File: src/common/tmr_pkg.sv
/*
  Package for the basic up-counting time-base timer: register offsets,
  field positions, reset values and carrier types.
  Assumes a plain register port with one-cycle read latency.
*/
`default_nettype none

package tmr_pkg;

  localparam int unsigned ADDR_W = 5;
  localparam int unsigned DATA_W = 16;

  // byte offsets, one aligned word each
  localparam logic [ADDR_W-1:0] OFF_CTRL   = 5'h00;
  localparam logic [ADDR_W-1:0] OFF_STATUS = 5'h04;
  localparam logic [ADDR_W-1:0] OFF_EVGEN  = 5'h08;
  localparam logic [ADDR_W-1:0] OFF_COUNT  = 5'h0C;
  localparam logic [ADDR_W-1:0] OFF_PRESC  = 5'h10;
  localparam logic [ADDR_W-1:0] OFF_RELOAD = 5'h14;

  // timer_control_one fields
  localparam int unsigned CTRL_EN_BIT  = 0;
  localparam int unsigned CTRL_UDIS    = 1;
  localparam int unsigned CTRL_URS     = 2;
  localparam int unsigned CTRL_ARBUF   = 7;
  localparam int unsigned CTRL_IRQEN   = 8;
  localparam int unsigned CTRL_DMAEN   = 9;
  // timer_status_reg / event_generate_reg fields
  localparam int unsigned STS_UPD      = 0;
  localparam int unsigned EVG_UPD      = 0;

  localparam logic [15:0] RST_COUNT    = 16'h0000;
  localparam logic [15:0] RST_PRESC    = 16'h0000;
  localparam logic [15:0] RST_RELOAD   = 16'hFFFF;

  typedef struct packed {
    logic        wr;
    logic        rd;
    logic [ADDR_W-1:0] addr;
    logic [15:0] wdata;
  } reg_req_s;

  typedef struct packed {
    logic irq;
    logic dma_req;
  } tmr_req_s;

endpackage

`default_nettype wire

File: src/verilog/basic_upcount_timer.sv
/*
  Basic 16-bit auto-reload up counter with a buffered 16-bit prescaler,
  update event logic, and a plain register port.
  Assumes: one clock, strobes from logic on the same clock; debug halt and
  debug-freeze inputs come from another domain and are synchronised here.
*/
// Design decisions made here: the plain strobed port and the register addresses.
`timescale 1ns/10ps
`default_nettype none

////////////////////////////////////////////////////////////////////////////////
// How it works
// - counter runs 0 to reload value, wraps to zero, flags overflow.
// - 16-bit prescaler divides clock by any ratio 1 to 65536.
// - prescaler writes apply only at the next update event.
// - count, reload and prescaler are readable and writable any time.
// - reload accesses hit preload; shadow copies immediately or at update.
// - with updates enabled, overflow makes an update event.
// - counter advances on ticks only while effective enable, one cycle late.
// - update-generate bit from software or slave produces an update event.
// - update-disable blocks update events and freezes shadow values except unbuffered reload writes.
// - with updates disabled, generate still restarts counter and prescaler.
// - request-source set: generate updates without flag, irq or dma.
// - update reloads prescaler and reload shadows, sets flag as permitted.
// - update flag can raise interrupt or dma request.
// - counter clock is internal only; prescaler runs once enable is one.
// - enable and generate set by software; generate clears itself.
// - debug halt freezes counter when debug-freeze configured.
// - reload buffering zero writes shadow directly; one holds until update.
module basic_upcount_timer
  import tmr_pkg::*;
(
  input  wire logic        clk,
  input  wire logic        arst_n,
  input  wire reg_req_s    bus,
  output var  logic [15:0] rdata,
  input  wire logic        slave_update,
  input  wire logic        core_halted,
  input  wire logic        debug_halt_freeze,
  output var  tmr_req_s    req,
  output var  logic        overflow,
  output var  logic        update_event
);

  if (DATA_W != 16) begin : g_width_check
    $error("timer data width must be 16");
  end

  logic [15:0] ctrl;
  logic        update_flag;
  logic        update_generate_bit;
  logic [15:0] count_value_reg;
  logic [15:0] prescale_setting_reg;
  logic [15:0] prescale_active;
  logic [15:0] prescale_cnt;
  logic [15:0] reload_value_reg;
  logic [15:0] reload_shadow;
  logic        effective_count_enable;
  logic [1:0]  halt_sync;
  logic [1:0]  frz_sync;

  logic counter_enable_bit;
  logic update_disable;
  logic update_request_source;
  logic reload_buffer_enable;
  assign counter_enable_bit    = ctrl[CTRL_EN_BIT];
  assign update_disable        = ctrl[CTRL_UDIS];
  assign update_request_source = ctrl[CTRL_URS];
  assign reload_buffer_enable  = ctrl[CTRL_ARBUF];

  logic wr_ctrl, wr_sts, wr_evg, wr_cnt, wr_psc, wr_arr;
  always_comb begin
    wr_ctrl = 1'b0;
    wr_sts  = 1'b0;
    wr_evg  = 1'b0;
    wr_cnt  = 1'b0;
    wr_psc  = 1'b0;
    wr_arr  = 1'b0;
    // unmapped addresses fall through, so writes there are dropped
    if (bus.wr && bus.addr == OFF_CTRL) begin
      wr_ctrl = 1'b1;
    end else if (bus.wr && bus.addr == OFF_STATUS) begin
      wr_sts = 1'b1;
    end else if (bus.wr && bus.addr == OFF_EVGEN) begin
      wr_evg = 1'b1;
    end else if (bus.wr && bus.addr == OFF_COUNT) begin
      wr_cnt = 1'b1;
    end else if (bus.wr && bus.addr == OFF_PRESC) begin
      wr_psc = 1'b1;
    end else if (bus.wr && bus.addr == OFF_RELOAD) begin
      wr_arr = 1'b1;
    end
  end

  ////////////////////////////////////////////////////////////////////////////////
  // debug halt inputs arrive from the debug domain
  always_ff @(posedge clk or negedge arst_n) begin
    if (!arst_n) begin
      halt_sync <= 2'h0;
      frz_sync  <= 2'h0;
    end else begin
      halt_sync <= {halt_sync[0], core_halted};
      frz_sync  <= {frz_sync[0], debug_halt_freeze};
    end
  end

  logic frozen;
  assign frozen = halt_sync[1] && frz_sync[1];

  ////////////////////////////////////////////////////////////////////////////////
  // event decode
  logic counter_tick;
  logic at_top;
  logic ovf;
  logic gen_req;
  logic uev;
  logic flag_set;
  assign counter_tick = effective_count_enable && !frozen
                        && (prescale_cnt == prescale_active);
  assign at_top   = (count_value_reg >= reload_shadow);
  assign ovf      = counter_tick && at_top;
  // generate bit is held one cycle, then cleared by hardware
  assign gen_req  = update_generate_bit || slave_update;
  assign uev      = !update_disable && (ovf || gen_req);
  assign flag_set = !update_disable
                    && (ovf || (gen_req && !update_request_source));

  ////////////////////////////////////////////////////////////////////////////////
  // control and event-generation bits
  always_ff @(posedge clk or negedge arst_n) begin
    if (!arst_n) begin
      ctrl <= 16'h0000;
    end else if (wr_ctrl) begin
      ctrl <= bus.wdata & 16'h0387;
    end
  end

  always_ff @(posedge clk or negedge arst_n) begin
    if (!arst_n) begin
      update_generate_bit <= 1'b0;
    end else begin
      update_generate_bit <= wr_evg && bus.wdata[EVG_UPD];
    end
  end

  always_ff @(posedge clk or negedge arst_n) begin
    if (!arst_n) begin
      effective_count_enable <= 1'b0;
    end else begin
      effective_count_enable <= counter_enable_bit;
    end
  end

  ////////////////////////////////////////////////////////////////////////////////
  // prescaler
  always_ff @(posedge clk or negedge arst_n) begin
    if (!arst_n) begin
      prescale_setting_reg <= RST_PRESC;
    end else if (wr_psc) begin
      prescale_setting_reg <= bus.wdata;
    end
  end

  always_ff @(posedge clk or negedge arst_n) begin
    if (!arst_n) begin
      prescale_active <= RST_PRESC;
    end else if (uev) begin
      prescale_active <= prescale_setting_reg;
    end
  end

  always_ff @(posedge clk or negedge arst_n) begin
    if (!arst_n) begin
      prescale_cnt <= 16'h0000;
    end else if (gen_req) begin
      prescale_cnt <= 16'h0000;
    end else if (effective_count_enable && !frozen) begin
      prescale_cnt <= counter_tick ? 16'h0000 : prescale_cnt + 16'h0001;
    end
  end

  ////////////////////////////////////////////////////////////////////////////////
  // auto-reload preload and shadow
  always_ff @(posedge clk or negedge arst_n) begin
    if (!arst_n) begin
      reload_value_reg <= RST_RELOAD;
    end else if (wr_arr) begin
      reload_value_reg <= bus.wdata;
    end
  end

  always_ff @(posedge clk or negedge arst_n) begin
    if (!arst_n) begin
      reload_shadow <= RST_RELOAD;
    end else if (wr_arr && !reload_buffer_enable) begin
      reload_shadow <= bus.wdata;
    end else if (uev) begin
      reload_shadow <= reload_value_reg;
    end
  end

  ////////////////////////////////////////////////////////////////////////////////
  // counter
  always_ff @(posedge clk or negedge arst_n) begin
    if (!arst_n) begin
      count_value_reg <= RST_COUNT;
    end else if (wr_cnt) begin
      count_value_reg <= bus.wdata;
    end else if (gen_req) begin
      count_value_reg <= 16'h0000;
    end else if (counter_tick) begin
      count_value_reg <= at_top ? 16'h0000 : count_value_reg + 16'h0001;
    end
  end

  ////////////////////////////////////////////////////////////////////////////////
  // status flag: hardware set wins over software clear
  always_ff @(posedge clk or negedge arst_n) begin
    if (!arst_n) begin
      update_flag <= 1'b0;
    end else if (flag_set) begin
      update_flag <= 1'b1;
    end else if (wr_sts && !bus.wdata[STS_UPD]) begin
      update_flag <= 1'b0;
    end
  end

  always_ff @(posedge clk or negedge arst_n) begin
    if (!arst_n) begin
      req          <= '0;
      overflow     <= 1'b0;
      update_event <= 1'b0;
    end else begin
      req.irq      <= (flag_set || update_flag) && ctrl[CTRL_IRQEN];
      req.dma_req  <= flag_set && ctrl[CTRL_DMAEN];
      overflow     <= ovf;
      update_event <= uev;
    end
  end

  ////////////////////////////////////////////////////////////////////////////////
  // read port, data one cycle after the strobe
  always_ff @(posedge clk or negedge arst_n) begin
    if (!arst_n) begin
      rdata <= 16'h0000;
    end else if (!bus.rd) begin
      rdata <= 16'h0000;
    end else if (bus.addr == OFF_CTRL) begin
      rdata <= ctrl;
    end else if (bus.addr == OFF_STATUS) begin
      rdata <= {15'h0000, update_flag};
    end else if (bus.addr == OFF_COUNT) begin
      rdata <= count_value_reg;
    end else if (bus.addr == OFF_PRESC) begin
      rdata <= prescale_setting_reg;
    end else if (bus.addr == OFF_RELOAD) begin
      rdata <= reload_value_reg;
    end else begin
      rdata <= 16'h0000;
    end
  end
endmodule

`default_nettype wire
File: config.mk
export PLATFORM = sky130hd
export DESIGN_NAME = basic_upcount_timer
export DESIGN_NICKNAME = d
export VERILOG_FILES = /design/src/common/tmr_pkg.sv /design/src/verilog/basic_upcount_timer.sv
export SDC_FILE = /design/constraint.sdc
export NUM_CORES = 1
export LEC_CHECK = 0
export ABC_AREA = 0
export BUFFER_PORTS_ARGS = -buffer_cell sky130_fd_sc_hd__buf_2
export CORE_MARGIN = 5
export CORE_UTILIZATION = 45
export DETAILED_ROUTE_END_ITERATION = 10
export HOLD_SLACK_MARGIN = 0.02
export PLACE_DENSITY = 0.65
export SLEW_MARGIN = 15
export SYNTH_ARGS = -nofsm -noshare
export SYNTH_HDL_FRONTEND = slang
export SYNTH_SLANG_ARGS = --single-unit
File: constraint.sdc
create_clock -name clk -period 3.9 [get_ports clk]
set_clock_uncertainty 0.1 [all_clocks]
set_input_delay 0.39 -clock clk [delete_from_list [all_inputs] [get_ports clk]]
set_output_delay 0.39 -clock clk [all_outputs]
set_load 0.05 [all_outputs]
==> results_dict.tcl <==
set metrics [dict create \
    outcome "complete, no violations" \
    final_nets 683 \
    synth_top_area_share_pct 38.3 \
    report.final.slew_viol_count 0 \
    post_cts_buffers 0 \
    synth_area_per_cell_um2 11.0 \
    synthTopCellsByArea "dfrtp_1 38%, dfstp_2 13%, mux2_2 9.8%" \
    grt_max_degree 71 \
    num_vias 4720 \
    final_cell_mix "97 x dfrtp_1, 63 x nor2_1, 55 x mux2_2" \
    firstDrtPassIters 5 \
    row_count 43 \
    ys_types 54 \
    synth-main-ff-cell "dfrtp_1" \
    drive_above_1_share_pct 28.5 \
    fp.dieH_um 129 \
    path_cells "inv_1 > ha_1 > nand4_2 > or3_1 > or4_1 > nand3_2 > o211a_1 > buf_4 > mux2_2" \
    syn_area_mm2 0.00633 \
    wl_per_cell_um 19.2 \
    power_uw 4130 \
    p_per_area_mw_per_mm2 563 \
    clk_path_buf_depth 2 \
    cap_violations 0 \
    grt_pass1_vias 4916 \
    grt_pass1_wl_mm 26.3 \
    ant_nets 0 \
    worstMarginPinSlew_ps 1150 \
    gp_congestion 0.886 \
    synthArstFlopShare_pct 100 \
    die-area_mm2 0.0165 \
    via_per_inst 5.69 \
    areaGrowthSynthToFinish_pct 16.1 \
    drtIter0Drc 459 \
    ir_drop_mv 0.525 \
    synth.net_count 623 \
    critPathMaxFanout 24 \
    postSynthCellCount 577 \
    cts_buffers 17 \
    crit_type "reg -> reg" \
    ys_seq_area_share_pct 51.6 \
    crit_arrival_ps 3460 \
    antenna_found_initial 0 \
    start_util_pct 45.8 \
    path_delay_family "simple AND/OR/NAND/NOR gates" \
    rsz0062_at_grt "false" \
    cts_num_sinks 129 \
    slowest_stage "or4_1" \
    critPathLaunchType "flip-flop" \
    post-route-period-util_pct 83.8 \
    grt.overflow.total 0 \
    antennaDiodeCount 0 \
    worstHoldPathType "in -> reg" \
    cp.required_ps 4090 \
    clk-insertion-delay-late_ps 420 \
    cts_tree "yes" \
    clk_pin_slew_ps 50 \
    die_x_um 129 \
    ios 48 \
    core_mm2 0.0138 \
    synth_edf_count 0 \
    fillers 1211 \
    wl_mm 15.9 \
    cts-root-buf "clkbuf_16" \
    max_freq_mhz 306 \
    htree_levels 4 \
    ys_seq_elements 129 \
    max_slew_margin_pct 23.3 \
    track_usage_pct 20.5 \
    slowest_delay_ps 570 \
    yosysWarnings 0 \
    crit_buf_inv 2 \
    detailed_place_hpwl_mm 11.1 \
    hold_viol 0 \
    route.detailed.drc 0 \
    min_period_ps 3270 \
    p_leak_uw 0.00326 \
    synth_area_leader_cell "dfrtp_1" \
    tns_ps 0 \
    port_buffers 47 \
    finalSetupViolCount 0 \
    mostFrequentLayoutCell "dfrtp_1" \
    end_kind "flip-flop" \
]
==> cell type report <==
type	count	area, um2	share of cell area (%)
multi-input combinational	408	2860	39.0
tap	180	225	3.07
inverter	21	78.8	1.07
clock buffer	27	503	6.85
timing repair buffer	60	355	4.84
clock inverter	5	52.6	0.715
sequential	129	3270	44.5
==> synthesized netlist by cell type, types with 2 or more instances <==
master,n
or4b_2,2
a222oi_1,15
nand2_1,49
and3_1,9
o21a_1,5
o311ai_0,3
clkbuf_1,12
nor2_1,63
mux2i_1,17
dfrtp_1,97
nand4_1,10
a22oi_1,3
a31o_2,2
nor2b_1,3
nor4_1,3
ha_1,18
buf_2,2
or4_1,8
xor2_1,10
mux2_2,55
xnor2_1,18
o211ai_1,3
a21oi_1,25
inv_1,21
nand2b_1,5
dfstp_2,32
a31oi_1,2
buf_12,2
nand3_1,24
o21ai_0,20
or3b_2,2
a21boi_0,6
nor3_1,6
or2_2,2
or3_1,4
==> repair_timing <==
action                    4_1_cts  5_1_grt
resized for setup               0        0
hold endpoints to repair       51        0
hold buffers                    3        0
==> per-stage QoR <==
step / setup WS, ps / hold slack, ps / cell area [um2] / std cells / utilization [%]
after floorplan: 910 / -5.59 / 6330 / 577 / -
after global placement: 722 / 237 / 6760 / 795 / 48.9
after detailed placement: 651 / 237 / 6760 / 795 / 48.9
after CTS: 632 / 109 / 7350 / 830 / 53.1
after global routing: 509 / 130 / 7350 / 830 / 53.1
final: 630 / 127 / 7350 / 830 / 53.1
==> report_power, final <==
part	total [uW]	switching (uW)	internal (uW)
registers	1860	197	1660
logic	785	406	379
clock network	1490	547	941
==> worst register-to-register path, cell delays in order, from the launching register on <==
cell     delay [ps]
dfstp_2         530
inv_1            40
ha_1            310
nand4_2         140
or3_1           430
or4_1           570
nand3_2         130
o211a_1         180
buf_4           330
mux2_2          390
==> logic make-up (layout without fill, tap and decap cells) <==
| logic type | count (synthesis) | in the layout | synth area share (%) |
|---|---|---|---|
| mux | 72 | 72 | 12.5 |
| fa+ha+maj | 18 | 18 | 3.56 |
| buf+inv | 40 | 113 | 3.22 |
| compound gates | 91 | 91 | 9.84 |
| xor+xnor | 28 | 28 | 3.87 |
| flops | 129 | 129 | 51.6 |
| simple gates | 199 | 199 | 15.4 |
==> layer usage <==
metal | track usage (%) | vias up | share of wire [%]
li1 | - | 2209 | -
met1 | 27.3 | 2351 | 44
met2 | 32.3 | 132 | 49
met3 | 4.94 | 28 | 4.9
met4 | 8.46 | 0 | 2.3
met5 | 0 | - | 0
==> worst paths after layout <==
check                                               from                        endpoint  slack (ps)  depth (start not counted)
setup / recovery           reload_shadow[15]$_DFFE_PN1P_  prescale_active[2]$_DFFE_PN0P_         630                          9
hold / removal                                    bus[6]  count_value_reg[6]$_DFFE_PN0P_         130                          3
setup reg to reg           reload_shadow[15]$_DFFE_PN1P_  prescale_active[2]$_DFFE_PN0P_         630                          9
hold reg to reg                    frz_sync[0]$_DFF_PN0_           frz_sync[1]$_DFF_PN0_         250                          0
max in group asynchronous                         arst_n   reload_shadow[13]$_DFFE_PN1P_        2320                          3
min in group asynchronous                         arst_n     prescale_cnt[2]$_DFFE_PN0P_         510                          2
Note: power is estimated with default switching activity, not from simulation.
